File: config.mk
export PLATFORM = sky130hd
export DESIGN_NAME = dsam_top
export DESIGN_NICKNAME = d
export VERILOG_FILES = /design/src/inc/dsam_pkg.sv /design/src/logic/dsam_channel.sv /design/src/logic/dsam_pin_mux.sv /design/src/logic/dsam_top.sv
export SDC_FILE = /design/constraint.sdc
export NUM_CORES = 1
export LEC_CHECK = 0
export BUFFER_PORTS_ARGS = -buffer_cell sky130_fd_sc_hd__buf_4
export CORE_MARGIN = 10
export CORE_UTILIZATION = 60
export CTS_CLUSTER_SIZE = 8
export DETAILED_ROUTE_END_ITERATION = 10
export GPL_TIMING_DRIVEN = 0
export PLACE_DENSITY = 0.83
export SLEW_MARGIN = 20
export SYNTH_ARGS = -nofsm -noshare
export SYNTH_HDL_FRONTEND = slang
export SYNTH_HIERARCHICAL = 1
export SYNTH_SLANG_ARGS = --single-unit
File: constraint.sdc
create_clock -name i_clk_sys -period 19.1 [get_ports i_clk_sys]
set_input_delay 1.91 -clock i_clk_sys [delete_from_list [all_inputs] [get_ports i_clk_sys]]
set_output_delay 1.91 -clock i_clk_sys [all_outputs]
set_load 0.1 [all_outputs]
File: src/inc/dsam_pkg.sv
// Shared constants for the dual sensor alarm monitor: register map,
// field positions, reset values and source encodings.
// Assumes the sensor front end delivers 14-bit raw samples for all sources.
package dsam_pkg;
  localparam int LIM_W = 14;          // Limit and sample width
  localparam int SMP_W = 8;           // Rate sample count width
  localparam int SRC_NUM = 7;         // Number of monitored variables
  localparam int FRAME_BITS = 16;     // Serial frame length
  localparam int FRAME_WR_BIT = 15;   // Write flag in a frame
  localparam int FRAME_ADDR_LSB = 8;  // Address field low bit
  localparam int ADDR_W = 7;          // Serial address width
  // Register byte addresses
  localparam logic [6:0] ADDR_LIM1 = 7'h20;
  localparam logic [6:0] ADDR_LIM2 = 7'h22;
  localparam logic [6:0] ADDR_SMP1 = 7'h24;
  localparam logic [6:0] ADDR_SMP2 = 7'h26;
  localparam logic [6:0] ADDR_CTRL = 7'h28;
  localparam logic [6:0] ADDR_STATUS = 7'h2A;
  // Reset values and writable bit masks
  localparam logic [15:0] NV_RESET = 16'h0000;
  localparam logic [15:0] CTRL_RESET = 16'h0000;
  localparam logic [15:0] MASK_LIM = 16'hBFFF;
  localparam logic [15:0] MASK_SMP = 16'h00FF;
  localparam logic [15:0] MASK_CTRL = 16'hFF07;
  // Field positions
  localparam int LIM_ABOVE_BIT = 15;
  localparam int CTRL_RATE2 = 15;
  localparam int CTRL_SRC2_LSB = 12;
  localparam int CTRL_RATE1 = 11;
  localparam int CTRL_SRC1_LSB = 8;
  localparam int CTRL_OUT_EN = 2;
  localparam int CTRL_OUT_POL = 1;
  localparam int CTRL_OUT_LINE = 0;
  // Which sources are twos complement, bit n for source code n+1
  localparam logic [6:0] SRC_SIGNED = 7'h66;
  // Source selector codes
  typedef enum logic [2:0] {
    SRC_OFF, SRC_SUPPLY, SRC_XACC, SRC_YACC,
    SRC_AUX, SRC_TEMP, SRC_XTILT, SRC_YTILT
  } dsam_src_t;
endpackage : dsam_pkg

File: src/logic/dsam_channel.sv
// One alarm comparator: threshold or averaged rate-of-change check.
// Assumes i_value is already the selected raw sample, i_sample_valid
// a one-cycle pulse per update, all on i_clk_sys.
`timescale 1ns/1ns
module dsam_channel
  import dsam_pkg::*;
#(
  parameter int DATA_W = LIM_W  // Sample and limit width
) (
  input wire logic i_clk_sys,              // System clock
  input wire logic i_rst,                  // Sync reset, high
  input wire logic i_sample_valid,         // New sample pulse
  input wire logic i_enable,               // Source code not off
  input wire logic i_rate_mode,            // 1 rate, 0 threshold
  input wire logic i_signed,               // Sample is twos complement
  input wire logic [DATA_W-1:0] i_value,   // Raw sample
  input wire logic [15:0] i_limit,         // Limit register
  input wire logic [SMP_W-1:0] i_samples,  // Rate sample count
  output logic o_alarm                     // Alarm state
);
  localparam int WW = DATA_W + 11;  // Room for delta and limit times count
  generate
    if (DATA_W < 2 || DATA_W > 14) begin : g_bad_width
      $error("dsam_channel: DATA_W out of range");
    end
  endgenerate
  typedef struct packed {
    logic [DATA_W:0] ref_v;  // Sample that opened the rate window
    logic [SMP_W-1:0] cnt;   // Samples since window start
    logic primed;            // Window has a start sample
    logic alarm;             // Present alarm state
  } dsam_ch_t;
  dsam_ch_t st_q, st_d;
  // Extend to a common signed width per the source number format
  function automatic logic signed [WW-1:0] widen(input logic [DATA_W-1:0] v, input logic sgn);
    widen = {{(WW - DATA_W){sgn & v[DATA_W-1]}}, v};
  endfunction : widen
  // Direction test shared by both modes
  function automatic logic hit(input logic signed [WW-1:0] a, input logic signed [WW-1:0] b,
                               input logic above);
    hit = above ? (a > b) : (a < b);
  endfunction : hit
  logic signed [WW-1:0] cur, lim, delta, scaled;
  logic [SMP_W:0] n_eff;
  logic above, thr_hit;
  // Next state: evaluated on every sample pulse
  always_comb begin
    st_d = st_q;
    cur = widen(i_value, i_signed);
    lim = widen(i_limit[DATA_W-1:0], i_signed);
    above = i_limit[LIM_ABOVE_BIT];
    n_eff = (i_samples == '0) ? (SMP_W+1)'(1) : {1'b0, i_samples};
    delta = cur - widen(st_q.ref_v[DATA_W-1:0], i_signed);
    // Averaged change over n is compared as delta against limit times n, avoiding a divider
    scaled = WW'(lim * $signed({1'b0, n_eff}));
    thr_hit = hit(cur, lim, above);
    if (!i_enable) begin
      // Disabled channel never alarms and loses its window
      st_d.alarm = 1'b0;
      st_d.primed = 1'b0;
      st_d.cnt = '0;
    end else if (i_sample_valid) begin
      if (!i_rate_mode) begin
        st_d.alarm = thr_hit;
        st_d.primed = 1'b0;
      end else if (!st_q.primed) begin
        // First sample only opens the window
        st_d.ref_v = cur[DATA_W:0];
        st_d.cnt = '0;
        st_d.primed = 1'b1;
      end else if ({1'b0, st_q.cnt} + (SMP_W+1)'(1) >= n_eff) begin
        st_d.alarm = hit(delta, scaled, above);
        st_d.ref_v = cur[DATA_W:0];
        st_d.cnt = '0;
      end else begin
        st_d.cnt = st_q.cnt + SMP_W'(1);
      end
    end
  end
  // State register
  always_ff @(posedge i_clk_sys) begin
    if (i_rst) begin
      st_q <= '0;
    end else begin
      st_q <= st_d;
    end
  end
  assign o_alarm = st_q.alarm;
  chan_off_quiet_a: assert property (@(posedge i_clk_sys) disable iff (i_rst)
    !i_enable |=> !o_alarm) else $error("disabled channel alarms");
  thr_compare_a: assert property (@(posedge i_clk_sys) disable iff (i_rst)
    i_enable && i_sample_valid && !i_rate_mode |=> o_alarm == $past(thr_hit))
    else $error("threshold compare wrong");
endmodule : dsam_channel

File: src/logic/dsam_pin_mux.sv
// Priority selection of who drives each auxiliary line.
// Purely combinational; the caller registers the result.
`timescale 1ns/1ns
module dsam_pin_mux
  import dsam_pkg::*;
(
  input wire logic [1:0] i_misc_claim,  // Misc control owns line
  input wire logic [1:0] i_misc_level,  // Misc drive level
  input wire logic i_alarm_en,          // Indicator enabled
  input wire logic i_alarm_line,        // Indicator line index
  input wire logic i_alarm_level,       // Indicator level
  input wire logic [1:0] i_gpio_oe,     // General I/O drives line
  input wire logic [1:0] i_gpio_level,  // General I/O level
  output logic [1:0] o_out,             // Line level
  output logic [1:0] o_oe               // Line enable
);
  // Per line: misc first, then alarm, then general I/O
  always_comb begin
    for (int k = 0; k < 2; k++) begin
      if (i_misc_claim[k]) begin
        o_out[k] = i_misc_level[k];
        o_oe[k] = 1'b1;
      end else if (i_alarm_en && (i_alarm_line == k[0])) begin
        o_out[k] = i_alarm_level;
        o_oe[k] = 1'b1;
      end else begin
        o_out[k] = i_gpio_level[k];
        o_oe[k] = i_gpio_oe[k];
      end
    end
  end
endmodule : dsam_pin_mux

File: src/logic/dsam_top.sv
// Dual sensor alarm monitor: serial register slave, two alarm
// channels and the shared hardware alarm indicator.
// Assumes raw samples and their update pulse come from the sampling
// system on i_clk_sys; serial pins are asynchronous and slow.
`timescale 1ns/1ns
module dsam_top
  import dsam_pkg::*;
(
  input wire logic i_clk_sys,                           // System clock
  input wire logic i_rst,                               // Sync reset, high
  input wire logic i_por,                               // Power-on clear, high
  input wire logic i_spi_sclk,                          // Serial clock pin
  input wire logic i_spi_cs_n,                          // Serial select, low
  input wire logic i_spi_din,                           // Serial data in
  output logic o_spi_dout,                              // Serial data out
  output logic o_spi_dout_oe,                           // Data out enable
  input wire logic i_sample_valid,                      // Samples updated
  input wire logic [SRC_NUM-1:0][LIM_W-1:0] i_raw_sample, // Unfiltered samples
  input wire logic [1:0] i_misc_claim,                  // Misc owns line
  input wire logic [1:0] i_misc_level,                  // Misc level
  input wire logic [1:0] i_gpio_oe,                     // General I/O enable
  input wire logic [1:0] i_gpio_level,                  // General I/O level
  output logic [1:0] o_aux_out,                         // Aux line level
  output logic [1:0] o_aux_oe                           // Aux line enable
);

  // All state of the block
  typedef struct packed {
    logic [2:0] sclk_s;             // Clock synchroniser and edge stage
    logic [2:0] cs_s;               // Select synchroniser and edge stage
    logic [1:0] din_s;              // Data synchroniser
    logic [15:0] rx;                // Incoming frame
    logic [15:0] tx;                // Outgoing frame
    logic [4:0] bits;               // Bits received in frame
    logic [ADDR_W-1:0] rd_addr;     // Address for next read frame
    logic [3:0][15:0] nv;           // Limits then sample counts
    logic [15:0] ctrl;              // Shared alarm control
    logic [1:0] aux_out;            // Registered line levels
    logic [1:0] aux_oe;             // Registered line enables
    logic miso;                     // Serial out bit
    logic miso_oe;                  // Serial out enable
  } dsam_top_t;

  dsam_top_t st_q, st_d;

  // Channel outputs and indicator terms
  logic [1:0] alarm;                // Per channel alarm
  logic any_alarm;                  // Either channel
  logic ind_level;                  // Indicator after polarity
  logic [1:0] mux_out, mux_oe;      // Pin priority result
  dsam_src_t src1, src2;            // Selected sources
  logic [LIM_W-1:0] val1, val2;     // Selected raw samples
  logic sgn1, sgn2;                 // Number format of each

  // Serial edge and frame terms
  logic sclk_rise, sclk_fall;
  logic cs_act, cs_fall;
  logic [15:0] rx_full;
  logic frame_done;
  logic [ADDR_W-1:0] wr_addr;
  logic [7:0] wr_byte;

  // Index of a source in the raw sample vector; code 000 is never used
  function automatic logic [2:0] src_idx(input dsam_src_t s);
    src_idx = (s == SRC_OFF) ? 3'h0 : 3'(s - 3'h1);
  endfunction : src_idx

  // Writable-bit mask for a register byte address; zero for the status register and unmapped addresses
  function automatic logic [15:0] wr_mask(input logic [ADDR_W-1:0] a);
    case ({a[ADDR_W-1:1], 1'b0})
      ADDR_LIM1, ADDR_LIM2: wr_mask = MASK_LIM;
      ADDR_SMP1, ADDR_SMP2: wr_mask = MASK_SMP;
      ADDR_CTRL: wr_mask = MASK_CTRL;
      default: wr_mask = 16'h0000;
    endcase
  endfunction : wr_mask

  // Register read view; unmapped addresses read as zero
  function automatic logic [15:0] reg_read(input logic [ADDR_W-1:0] a, input dsam_top_t s,
                                           input logic [1:0] alm);
    case ({a[ADDR_W-1:1], 1'b0})
      ADDR_LIM1: reg_read = s.nv[0];
      ADDR_LIM2: reg_read = s.nv[1];
      ADDR_SMP1: reg_read = s.nv[2];
      ADDR_SMP2: reg_read = s.nv[3];
      ADDR_CTRL: reg_read = s.ctrl;
      ADDR_STATUS: reg_read = {14'h0000, alm};
      default: reg_read = 16'h0000;
    endcase
  endfunction : reg_read

  // Source selection per channel from the shared control word
  always_comb begin
    src1 = dsam_src_t'(st_q.ctrl[CTRL_SRC1_LSB +: 3]);
    src2 = dsam_src_t'(st_q.ctrl[CTRL_SRC2_LSB +: 3]);
    val1 = i_raw_sample[src_idx(src1)];
    val2 = i_raw_sample[src_idx(src2)];
    sgn1 = SRC_SIGNED[src_idx(src1)];
    sgn2 = SRC_SIGNED[src_idx(src2)];
  end

  // Channel one: its own limit and count registers
  dsam_channel #(
    .DATA_W(LIM_W)
  ) u_chan_one (
    .i_clk_sys(i_clk_sys),
    .i_rst(i_rst || i_por),                // Either reset clears the window
    .i_sample_valid(i_sample_valid),
    .i_enable(src1 != SRC_OFF),
    .i_rate_mode(st_q.ctrl[CTRL_RATE1]),
    .i_signed(sgn1),
    .i_value(val1),
    .i_limit(st_q.nv[0]),
    .i_samples(st_q.nv[2][SMP_W-1:0]),
    .o_alarm(alarm[0])
  );

  // Channel two compares against its own limit, in both modes
  dsam_channel #(
    .DATA_W(LIM_W)
  ) u_chan_two (
    .i_clk_sys(i_clk_sys),
    .i_rst(i_rst || i_por),                // Either reset clears the window
    .i_sample_valid(i_sample_valid),
    .i_enable(src2 != SRC_OFF),
    .i_rate_mode(st_q.ctrl[CTRL_RATE2]),
    .i_signed(sgn2),
    .i_value(val2),
    .i_limit(st_q.nv[1]),
    .i_samples(st_q.nv[3][SMP_W-1:0]),
    .o_alarm(alarm[1])
  );

  // Shared indicator: no channel identity, no latching
  always_comb begin
    any_alarm = |alarm;
    ind_level = st_q.ctrl[CTRL_OUT_POL] ? any_alarm : !any_alarm;
  end

  // Pin ownership by priority
  dsam_pin_mux u_pin_mux (
    .i_misc_claim(i_misc_claim),
    .i_misc_level(i_misc_level),
    .i_alarm_en(st_q.ctrl[CTRL_OUT_EN]),
    .i_alarm_line(st_q.ctrl[CTRL_OUT_LINE]),
    .i_alarm_level(ind_level),
    .i_gpio_oe(i_gpio_oe),
    .i_gpio_level(i_gpio_level),
    .o_out(mux_out),
    .o_oe(mux_oe)
  );

  // Serial edge and frame decode, all from second stage onward
  always_comb begin
    sclk_rise = st_q.sclk_s[1] && !st_q.sclk_s[2];
    sclk_fall = !st_q.sclk_s[1] && st_q.sclk_s[2];
    cs_act = !st_q.cs_s[1];
    cs_fall = !st_q.cs_s[1] && st_q.cs_s[2];
    rx_full = {st_q.rx[14:0], st_q.din_s[1]};
    frame_done = cs_act && sclk_rise && (st_q.bits == 5'(FRAME_BITS - 1));
    wr_addr = rx_full[FRAME_ADDR_LSB +: ADDR_W];
    wr_byte = rx_full[7:0];
  end

  // Next state of the whole block
  always_comb begin
    st_d = st_q;
    // Pins pass two flops before any logic reads them
    st_d.sclk_s = {st_q.sclk_s[1:0], i_spi_sclk};
    st_d.cs_s = {st_q.cs_s[1:0], i_spi_cs_n};
    st_d.din_s = {st_q.din_s[0], i_spi_din};
    // Line outputs are registered so the pins never glitch
    st_d.aux_out = mux_out;
    st_d.aux_oe = mux_oe;
    st_d.miso_oe = cs_act;
    if (!cs_act) begin
      // Deselect aborts any partial frame
      st_d.bits = '0;
    end else if (cs_fall) begin
      // Read data for the address named by the previous frame
      st_d.tx = reg_read(st_q.rd_addr, st_q, alarm);
      st_d.miso = st_d.tx[15];
      st_d.bits = '0;
    end else begin
      if (sclk_fall) begin
        // Shift out on the falling edge, host samples on rising; the
        // first fall re-presents the MSB so sixteen rises see 15 down to 0
        st_d.tx = {st_q.tx[14:0], 1'b0};
        st_d.miso = st_q.tx[15];
      end
      if (sclk_rise) begin
        st_d.rx = rx_full;
        st_d.bits = st_q.bits + 5'h01;
      end
      if (frame_done) begin
        st_d.bits = '0;
        if (rx_full[FRAME_WR_BIT]) begin
          // Byte write; odd address is the high byte
          if (wr_addr[ADDR_W-1:3] == ADDR_LIM1[ADDR_W-1:3]) begin
            if (wr_addr[0]) begin
              st_d.nv[wr_addr[2:1]][15:8] = wr_byte;
            end else begin
              st_d.nv[wr_addr[2:1]][7:0] = wr_byte;
            end
            st_d.nv[wr_addr[2:1]] = st_d.nv[wr_addr[2:1]] & wr_mask(wr_addr);
          end else if ({wr_addr[ADDR_W-1:1], 1'b0} == ADDR_CTRL) begin
            if (wr_addr[0]) begin
              st_d.ctrl[15:8] = wr_byte;
            end else begin
              st_d.ctrl[7:0] = wr_byte;
            end
            st_d.ctrl = st_d.ctrl & MASK_CTRL;
          end
        end else begin
          // Read request: data goes out in the next frame
          st_d.rd_addr = wr_addr;
        end
      end
    end
  end

  // State register. The user reset keeps the nonvolatile registers;
  // only power-on clears them, standing in for the stored copy
  always_ff @(posedge i_clk_sys) begin
    if (i_por) begin
      st_q <= '0;
      st_q.sclk_s <= 3'h7;
      st_q.cs_s <= 3'h7;
      st_q.nv <= {4{NV_RESET}};
      st_q.ctrl <= CTRL_RESET;
    end else if (i_rst) begin
      st_q.sclk_s <= 3'h7;
      st_q.cs_s <= 3'h7;
      st_q.din_s <= 2'h0;
      st_q.rx <= 16'h0000;
      st_q.tx <= 16'h0000;
      st_q.bits <= 5'h00;
      st_q.rd_addr <= 7'h00;
      st_q.nv <= st_q.nv;
      st_q.ctrl <= CTRL_RESET;
      st_q.aux_out <= 2'h0;
      st_q.aux_oe <= 2'h0;
      st_q.miso <= 1'b0;
      st_q.miso_oe <= 1'b0;
    end else begin
      st_q <= st_d;
    end
  end

  // Outputs straight from flip-flops
  assign o_spi_dout = st_q.miso;
  assign o_spi_dout_oe = st_q.miso_oe;
  assign o_aux_out = st_q.aux_out;
  assign o_aux_oe = st_q.aux_oe;

  // Misc control owns both lines when it claims them
  misc_priority_a: assert property (@(posedge i_clk_sys) disable iff (i_rst || i_por)
    i_misc_claim == 2'h3 |=> o_aux_oe == 2'h3 && o_aux_out == $past(i_misc_level))
    else $error("misc control lost a line");

  // Alarm drives line zero over general I/O and follows the alarm state
  alarm_line0_a: assert property (@(posedge i_clk_sys) disable iff (i_rst || i_por)
    st_q.ctrl[CTRL_OUT_EN] && !st_q.ctrl[CTRL_OUT_LINE] && !i_misc_claim[0]
    |=> o_aux_oe[0] && o_aux_out[0] == ($past(st_q.ctrl[CTRL_OUT_POL]) ~^ $past(any_alarm)))
    else $error("indicator wrong on line zero");

  // Alarm on line one leaves line zero to general I/O
  alarm_line1_a: assert property (@(posedge i_clk_sys) disable iff (i_rst || i_por)
    st_q.ctrl[CTRL_OUT_EN] && st_q.ctrl[CTRL_OUT_LINE] && i_misc_claim == 2'h0
    |=> o_aux_oe[1] && o_aux_oe[0] == $past(i_gpio_oe[0]))
    else $error("indicator on wrong line");

  // Disabled indicator never takes a line
  ind_off_a: assert property (@(posedge i_clk_sys) disable iff (i_rst || i_por)
    !st_q.ctrl[CTRL_OUT_EN] && i_misc_claim == 2'h0 |=> o_aux_oe == $past(i_gpio_oe))
    else $error("disabled indicator drove a line");

  // Unused bits never hold ones
  unused_bits_a: assert property (@(posedge i_clk_sys) disable iff (i_rst || i_por)
    !st_q.nv[0][14] && !st_q.nv[1][14] && st_q.nv[2][15:8] == 8'h00 && st_q.nv[3][15:8] == 8'h00
    && st_q.ctrl[7:3] == 5'h00)
    else $error("unused register bit set");

  // A low-byte write to limit two lands in the next cycle
  limit_write_a: assert property (@(posedge i_clk_sys) disable iff (i_rst || i_por)
    frame_done && rx_full[FRAME_WR_BIT] && wr_addr == ADDR_LIM2
    |=> st_q.nv[1][7:0] == $past(wr_byte))
    else $error("limit write lost");

  // Source code 000 silences channel one in the next cycle
  src_off_a: assert property (@(posedge i_clk_sys) disable iff (i_rst || i_por)
    src1 == SRC_OFF |=> !alarm[0])
    else $error("disabled channel one alarms");

  // Data out is released whenever the select is idle
  miso_release_a: assert property (@(posedge i_clk_sys) disable iff (i_rst || i_por)
    st_q.cs_s[1] |=> !o_spi_dout_oe)
    else $error("data out driven while deselected");

endmodule : dsam_top

[Word-level counts from Yosys, hierarchy flattened]
Memory sizes are Yosys's and may differ from the RTL's.
Cells that the tools add are included.
Cells by class
  add/sub/neg operators: 9
  $mul: 2
  order comparisons: 14
  eq/ne operators: 19
  multiplexer cells: 72
  bitwise operators: 16
  reduce and logical (&&, ||, !) cells: 39
Operators by type and width (number)
  64-bit 2-to-1 mux: 7
  64-bit bitwise mux: 3
  16-bit 2-to-1 mux: 11
  16-bit demux with 2-bit select: 3
  16-bit case mux with 6 select lines: 1
  92-bit 2-to-1 mux: 1
  14-bit binary-select mux with 3-bit select: 2
  80-bit 2-to-1 mux: 1
  6-bit by 5-bit == test with 1-bit output (second input constant): 11
  14-bit 2-to-1 mux: 4
  25-bit greater-than comparator: 2
  25-bit less-than comparator: 2
  15-bit by 9-bit multiplier with 24-bit output: 2
  8-bit 2-to-1 mux: 6
  16-bit case mux with 3 select lines: 1
  22-bit 2-to-1 mux: 2
  16-bit binary-select mux with 2-bit select: 1
  15-bit by 15-bit subtractor with 16-bit output: 2
  15-bit greater-than comparator: 2
  15-bit less-than comparator: 2
  1-bit 2-to-1 mux: 21
  21-bit 2-to-1 mux: 1
  8-bit by 1-bit adder with 9-bit output (second input constant): 2
  9-bit >= comparator: 2
  31 further kinds: 79
Storage, ports and cells
  bits in registers: 180
  bits in read-only memories: 16
  input port bits: 113
  logic and storage cells: 198
  memories kept: 2
Memories
  (name not given): words 8, width 1, read ports 1, clocked after Yosys merged registers in 0, write ports 0, line dsam_top.sv:99  | sgn2 = SRC_SIGNED[src_idx(src2)];
  (name not given): words 8, width 1, read ports 1, clocked after Yosys merged registers in 0, write ports 0, line dsam_top.sv:98  | sgn1 = SRC_SIGNED[src_idx(src1)];

[Depth between registers and ports, before layout]
Gate-level depths: netlist (run 1).
  depth after elaboration: 19
  mapped depth: 34
  depth with buffers taken out: 32

[By module]
Netlist (run 1), hierarchy kept.
Modules (own cells, without submodules)
  dsam_top: instances 1, cells an instance 901, area each 7865.0 um2
  dsam_channel at u_chan_two: instances 1, cells an instance 886, area each 7144.4 um2
  dsam_channel at u_chan_one: instances 1, cells an instance 883, area each 7095.6 um2
  dsam_pin_mux: instances 1, cells an instance 11, area each 78.8 um2

[Worst setup path after synthesis (run 1)]
No wires, ideal clock.
  path type: reg2reg
  start: register st_q, in the netlist src1[1]
  end: register u_chan_one.st_q, in the netlist u_chan_one/o_alarm
  setup time: 0.096 ns
  arrival: 8.149 ns
  setup slack: 10.855 ns
  cell stages (with the launch flop): 34
  buffers on the path: 2
  cells stage by stage: dfxtp_1 -> buf_1 -> nor3b_1 -> a21oi_1 -> clkbuf_1 -> ha_1 -> nand2_1 -> o21ai_0 -> and2_1 -> nand2_1 -> inv_1 -> fa_1 -> inv_1 -> fa_1 -> inv_1 -> fa_1 -> inv_1 -> fa_1 -> inv_1 -> ha_1 -> and3_1 -> and4_1 -> a2111oi_1 -> a21oi_1 -> xnor2_1 -> ha_1 -> nand4_1 -> or4_4 -> a211o_1 -> o21ai_0 -> or4b_1 -> mux2i_1 -> mux2_4 -> o41ai_2
On the way
  cells in the longest elaborated chain, start to end: 11
  elaborated cells on any way between the ends: 24
  classes of those cells: add/sub: 2; mul: 1; order compare: 4; mux: 9; bitwise: 4; reduce/logical: 3; memory: 1
Ends and longest elaborated chain
  start, declared: line dsam_top.sv:44  | dsam_top_t st_q, st_d;
  start signal, assigned: line dsam_top.sv:246  | st_q <= st_d;
  3-bit by 1-bit subtractor with 3-bit output or 3-bit zero test (tied branches): line dsam_top.sv:65  | src_idx = (s == SRC_OFF) ? 3'h0 : 3'(s - 3'h1);
  3-bit 2-to-1 mux *: line dsam_top.sv:65
  memory read 8 x 1 bit *
  1-bit 2-to-1 mux (not written as such) *: line dsam_top.sv:98
  via sgn1: line dsam_top.sv:53  | logic sgn1, sgn2;
  1-bit AND: line dsam_channel.sv:36  | widen = {{(WW - DATA_W){sgn & v[DATA_W-1]}}, v};
  15-bit by 9-bit multiplier with 24-bit output or 15-bit by 15-bit subtractor with 16-bit output (tied branches): line dsam_channel.sv:55, dsam_channel.sv:53
  25-bit less-than comparator or 25-bit greater-than comparator (tied branches): line dsam_channel.sv:41  | hit = above ? (a > b) : (a < b);
  1-bit 2-to-1 mux: line dsam_channel.sv:41
  1-bit 2-to-1 mux: line dsam_channel.sv:71  | end else if ({1'b0, st_q.cnt} + (SMP_W+1)'(1) >= n_eff) begin
  1-bit 2-to-1 mux: line dsam_channel.sv:66  | end else if (!st_q.primed) begin
  2-bit 2-to-1 mux *: line dsam_channel.sv:63  | if (!i_rate_mode) begin
  end signal, assigned: line dsam_channel.sv:85  | st_q <= st_d;
  end, declared: line dsam_channel.sv:33  | dsam_ch_t st_q, st_d;
Mark *: on every way through the listed nets, which the timed path passes. The rest lies on a longest branch. The select of a mux whose other input is x is not followed.
A chain may end at the register's enable or synchronous reset.

[Worst setup path in the final report (run 1)]
Same ends and word-level chain as after synthesis.

==> key figures, run 1 <==
Global route
  – First-pass GRT wire length: 112 mm
  – GR Util All Layers: a little under a third
  – GR Overflow Total: 0
  – Largest net degree at the start of global routing: 24
  – Vias in the first global route: 20,397
  – Initial antenna violation count: 2

Route
  – DR pass1 iterations: 9
  – Vias/cell: 6.28
  – Final WL: 71.6 mm
  – Post-DRT Antenna Nets: 0
  – Post-DR wirelength/cell: 21.7 um
  – Via count: slightly above 20,000
  – DRT iter0 DRCs: 2,515
  – Residual DRC: 0

Place
  – I/O Buffers: approximately 120
  – GP Congestion: between 1 and 1.5
  – Post-detail-place hpwl: 57.3 mm
  – Cells after DPL: 3,267

Synthesis
  – Number of library cell types mapped by synthesis: 92
  – Area of the mapped netlist: 22,200 um^2
  – Register area share after synthesis: 16.2%
  – Synthesized flop and latch total: roughly 180
  – EDFF count, synth: 0
  – Async S/R FF share, synth: 0%
  – Post-Synthesis Cells: 2,681
  – Synth Net Count: roughly 3,200
  – YS warnings: 6
  – Post-synth top flop: dfxtp_1
  – Avg Inst Size Synth: 8.27 um^2

CTS
  – CTS Buf Count: 17
  – Clk slew on worst S/H paths: 0.08 ns
  – Maximum clock path buffer count: 2
  – H-tree depth: 4
  – Post-cts resize count: 0
  – Postcts setup bufs: 0
  – TritonCTS clock tree: done
  – Hold_buf cts: 0
  – Clock Sinks: about 180
  – Root buf cell: clkbuf_16
  – Worst-skew pair later-pin latency: 0.46 ns

Critical path
  – Largest fanout on the critical path: 10
  – Required time worst endpoint: between 15 and 20 ns
  – Kind of start point of the critical path: register
  – Worst path max stage delay: 0.63 ns
  – Slowest-stage cell, CP: buf_1
  – Arrival @ worst endpoint: approximately 10 ns
  – Crit. End Element: register
  – Kind of critical path: reg -> reg
  – Most frequent CP cell: fa_1

Layout
  – Layout Cells excl Fill: 3,299
  – Ant. Diodes: 0
  – P&R area growth vs syn: 9.44%
  – Post-layout nets: 3,347
  – Layout cells sized above 1: a little under a tenth

Pwr
  – Static Leak: 0.0111 uW
  – Pwr/cell area: 35.8 nW/um^2
  – Peak VDD IR: 0.0895 mV

Floorplanning
  – Core area: 36,500 um^2
  – Initial Utilization: 60.7%
  – Rows: 70
  – Top Ports: 119
  – Die height: 212 um
  – Die Wd: between 200 and 250 um
  – DIE AREA: 45,100 um^2

STA
  – Final setup skew: 0.0165 ns
  – RSZ-0062 raised after global routing: false
  – Slew HR: 33.0%
  – Final hold violations: 0
  – Setup TNS: 0 ns
  – Worst-margin pin slew: 0.998 ns
  – Fin crit share: between 50% and 60%
  – Final Max Slew Viols: 0
  – Final Setup Violations: 0
  – Fmax: 98.9 MHz
  – Crit path time final: 10.11 ns

Min path
  – Worst min path class: reg -> reg

Outcome
  – Status: completed

Run
  – Max capacitance violation total: 0
[flip-flops by register name, summed over array words and instances, names as in the netlist]
signal,count
st_q,98
u_chan_one/st_q,23
u_chan_two/st_q,23
rx_full,16
st_d,5
src1,3
src2,3
o_aux_oe,2
o_aux_out,2
o_spi_dout,1
o_spi_dout_oe,1
u_chan_one/o_alarm,1
u_chan_two/o_alarm,1
[power by group]
| group | internal (uW) | switching [uW] | total [uW] |
|---|---|---|---|
| logic | 53.2 | 65.4 | 119 |
| registers | 374 | 0.692 | 375 |
| clock network | 189 | 187 | 376 |
[layout make-up]
| cell class | instances | area (um^2) |
|---|---|---|
| Inverter | 437 | 1640 |
| Sequential cell | 179 | 3580 |
| Fill cell | 3002 | 12200 |
| Multi-Input combinational cell | 1954 | 16500 |
| Timing Repair Buffer | 118 | 886 |
| Buffer | 111 | 493 |
| Clock inverter | 15 | 185 |
| Tap cell | 468 | 586 |
| Clock buffer | 17 | 425 |
[path summary, 6_finish.rpt]
kind         startpoint            endpoint  slack (ns)  depth (start not counted)
min reg2reg   st_d[133]           st_d[134]        0.41                          1
max             src1[1]  u_chan_one/o_alarm        8.99                         33
min           st_d[133]           st_d[134]        0.41                          1
max reg2reg     src1[1]  u_chan_one/o_alarm        8.99                         33
[layer usage]
metal,GRT usage (%),share of wire [%]
met1,40.0,40
met2,51.4,46
met3,5.96,9.8
met4,12.0,3.8
met5,0,0.018
[critical path: cells and delay by family (launching register included)]
kind                     cells  cell delay (ns)
AO/OA/AOI/OAI                9             2.57
XOR/XNOR                     1             0.19
adder cells (fa/ha/maj)      7             2.92
buffers and inverters        5             1.22
flip-flops                   1             0.41
multiplexers                 2             0.65
AND/OR/NAND/NOR              9             2.02
[cell families after synthesis]
family,count (synthesis),share of synthesized area [%]
simple gates,810,18.3
flops,179,16.2
xor+xnor,85,3.36
buf+inv,548,9.61
mux,98,5.27
fa+ha+maj,416,30.0
compound gates,545,17.3
[synthesized netlist by cell type, drive strengths merged (8+ instances only)]
library cell  instances  area [um^2]
o21bai                9         67.6
nand2               276         1040
a32o                 35          350
a2111oi               8         78.8
o2bb2ai               8         70.1
dfxtp               179         3580
a22o                 64          561
mux2                 37          420
nand3                58          308
fa                  194         3880
nand2b               21          131
nand4                29          196
o21ai               128          641
or3                  16          100
clkbuf               80          300
o21a                  9         67.6
a21oi               117          589
nor2b                47          294
buf                  31          191
a22oi                10         75.1
o41ai                 8         85.1
o31ai                15          113
mux4                 11          248
nand3b                9         67.6
inv                 436         1640
ha                  222         2780
o211ai                8         65.1
a21o                 26          195
and3                 37          236
nor4                 15          154
xnor2                45          394
nor3                 20          111
nor2                188          713
xor2                 40          350
a31oi                12          105
and2                 53          332
mux2i                50          500
a221oi               16          140
a211oi               33          253
[layout by cell type, fill, tap and decap left out, drive strengths merged, types with 16 or more instances in the layout]
cell and count:
inv 444, nand2 276, ha 222, fa 194, nor2 188, dfxtp 179
buf 149, o21ai 128, a21oi 117, clkbuf 97, a22o 64, nand3 58
and2 53, mux2i 50, nor2b 47, xnor2 45, xor2 40, and3 37
mux2 37, a32o 35, a211oi 33, nand4 29, a21o 26, nand2b 21
nor3 20, or3 16, a221oi 16
[through the flow]
| step | setup slack (ns) | power (uW) | util (%) | hold slack [ns] | area [um^2] |
|---|---|---|---|---|---|
| after detailed placement | 9.16 | 499 | 64.8 | 0.388 | 23700 |
| after CTS | 9.10 | 868 | 66.5 | 0.410 | 24300 |
| final | 8.99 | 870 | 66.5 | 0.410 | 24300 |
| after global routing | 8.55 | 897 | 66.5 | 0.447 | 24300 |
| after floorplan | 10.86 | 454 | - | 0.384 | 22200 |
| after global placement | 9.06 | 494 | 64.8 | 0.390 | 23700 |
No activity file was read; power rests on OpenSTA's default activity.
==> run 2: changes to the inputs <==
==> constraint.sdc (replaced) <==
create_clock -name i_clk_sys -period 9.6 [get_ports i_clk_sys]
set_input_delay 0.96 -clock i_clk_sys [delete_from_list [all_inputs] [get_ports i_clk_sys]]
set_output_delay 0.96 -clock i_clk_sys [all_outputs]
set_load 0.1 [all_outputs]
==> key figures, run 2 (synthesis gave the netlist of run 1 again) <==
Outcome
  – Status: completed

Layout
  – Filler cells: 2,996 (-0.20%)
  – Biggest register: st_q
  – Most common cell after layout, fill and taps aside: inv_1
  – Max reg flops: 98 (unchanged)
  – P&R area growth vs syn: 9.54% (about the same)
  – Most frequent cells in the layout: inv_1 (436), nand2_1 (276), ha_1 (222), fa_1 (194), nor2_1 (187)
  – Post-layout nets: 3,346 (-0.030%)
  – Layout cells sized above 1: 9.43% (+0.32 points)
  – Final Util: 66.5% (about the same)
  – Fin area: 24,300 um^2 (about the same)
  – Ant. Diodes: 0 (unchanged)
  – Regs by FF count: st_q x98, u_chan_one/st_q x23, u_chan_two/st_q x23

Route
  – Final WL: 71.6 mm (about the same)
  – Post-DR wirelength/cell: 21.7 um (about the same)
  – Vias/cell: 6.28 (about the same)
  – Post-DRT Antenna Nets: 0 (unchanged)
  – DR pass1 iterations: 8 (-1)
  – Uppermost layer routed: met4
  – WL met1: 29.0 mm (+0.32%)
  – DRT iter0 DRCs: 2,466 (-1.9%)
  – Residual DRC: 0 (unchanged)
  – Met2 routed wirelength: 33.1 mm (+0.52%)
  – Via count: 20,699 (-0.014%)
  – Met3 wire len: 6.83 mm (-3.0%)

Floorplanning
  – Die Wd: 212 um (unchanged)
  – Core area: 36,500 um^2 (unchanged)
  – Rows: 70 (unchanged)
  – Top Ports: 119 (unchanged)
  – Die height: 212 um (unchanged)
  – Initial Utilization: 60.7% (unchanged)
  – DIE AREA: 45,100 um^2 (unchanged)

STA
  – Fin crit share: 93.9% (+41 points)
  – Final Max Slew Viols: 0 (unchanged)
  – Final WS setup: 0.589 ns (-8.40 ns)
  – Crit path time final: 9.01 ns (-1.10 ns)
  – Slew HR: 38.5% (+5.4 points)
  – Final Setup Violations: 0 (unchanged)
  – Fmax: 111 MHz (+12%)
  – RSZ-0062 raised after global routing: false
  – Worst-margin pin slew: 0.915 ns (-0.0831 ns)
  – Final setup skew: 0.0182 ns (+0.00167 ns)
  – Final hold violations: 0 (unchanged)
  – Fin Hold WS: 0.411 ns (+0.000496 ns)

CTS
  – Maximum clock path buffer count: 2 (unchanged)
  – Postcts setup bufs: 0 (unchanged)
  – H-tree depth: 4 (unchanged)
  – TritonCTS clock tree: done
  – Worst-skew pair later-pin latency: 0.46 ns (about the same)
  – Clock Sinks: 179 (unchanged)
  – Root buf cell: clkbuf_16
  – CTS Buf Count: 17 (unchanged)
  – Hold_buf cts: 0 (unchanged)
  – Clk slew on worst S/H paths: 0.08 ns (about the same)

Place
  – I/O Buffers: 118 (unchanged)
  – DP Worst Slack: -0.338 ns (-9.50 ns)
  – Placed cell areas: 23,700 um^2 (unchanged)
  – GP Congestion: 1.00 (unchanged)
  – Post-detail-place hpwl: 57.3 mm (unchanged)

Global route
  – Initial antenna violation count: 2 (unchanged)
  – GR Util All Layers: 31.3% (unchanged)
  – Vias in the first global route: 20,409 (+0.059%)
  – First-pass GRT wire length: 112 mm (about the same)
  – Largest net degree at the start of global routing: 24 (unchanged)
  – GR Overflow Total: 0 (unchanged)

Pwr
  – Static Leak: 0.0111 uW (+0.20%)
  – Total design power: 1730 uW (+99%)
  – Pwr/cell area: 71.2 nW/um^2 (+99%)
  – Peak VDD IR: 0.180 mV (+100%)

Critical path
  – Largest fanout on the critical path: 10 (unchanged)
  – Arrival @ worst endpoint: 9.38 ns (-1.09 ns)
  – Slowest-stage cell, CP: or4_4
  – Crit. End Element: register
  – Worst path max stage delay: 0.61 ns (-0.02 ns)
  – Kind of critical path: reg -> reg
  – Most frequent CP cell: inv_1
  – Kind of start point of the critical path: register
  – R2R cell count: 33 (unchanged)
  – Required time worst endpoint: 9.97 ns (-9.49 ns)

Min path
  – Worst hold stages: 1 (unchanged)
  – Worst min path class: reg -> reg

Run
  – Max capacitance violation total: 0 (unchanged)
[run 2: cell types whose count changed in the layout (fill, tap and decap cells not counted), sizes merged]
| cell | previous run | this run |
|---|---|---|
| buf | 149 | 147 |
| clkbuf | 97 | 98 |
[run 2: where the power goes]
group          switching (uW)  internal, uW  total, uW
Sequential               1.38           744        745
Clock                     372           376        748
Combinational             130           106        236
Total                     503          1230       1730
[run 2: final cells by class]
type	count	area, um^2	share of cell area (%)
Inverter	437	1640	6.75
Timing Repair Buffer	118	886	3.65
Tap cell	468	586	2.41
Multi-Input combinational cell	1954	16500	67.9
Clock buffer	17	425	1.75
Buffer	110	495	2.04
Clock inverter	15	185	0.762
Sequential cell	179	3580	14.8
[run 2: final timing paths]
kind	from	endpoint	slack, ns
min reg2reg	st_d[133]	st_d[134]	0.41
min	st_d[133]	st_d[134]	0.41
max reg2reg	src1[1]	u_chan_one/o_alarm	0.59
max	src1[1]	u_chan_one/o_alarm	0.59
[run 2: worst max-delay path, delay by kind of cell, from the launching register on]
kind | cells | cell delay, ns
mux | 2 | 0.65
fa+ha+maj | 7 | 3.09
compound gates | 7 | 1.64
flops | 1 | 0.40
xor+xnor | 1 | 0.18
buf+inv | 7 | 1.02
simple gates | 9 | 1.92
[run 2: metal layers]
metal	vias to the layer above	global-route usage, %
met5	-	0
met4	0	12.0
met3	191	6.04
met2	1109	51.5
met1	10027	39.9
li1	9372	-
[run 2: repair_timing]
item,4_1_cts,5_1_grt
pin swaps,0,0
setup endpoints to repair,1,2
resized for setup,3,8
[run 2: per-stage QoR]
stage / TNS, ns / instances
2_1_floorplan: 0 / 2681
3_3_place_gp: -0.438 / 3267
3_5_place_dp: -0.338 / 3267
4_1_cts: 0 / 3298
5_1_grt: 0 / 3298
6_report: 0 / 3298
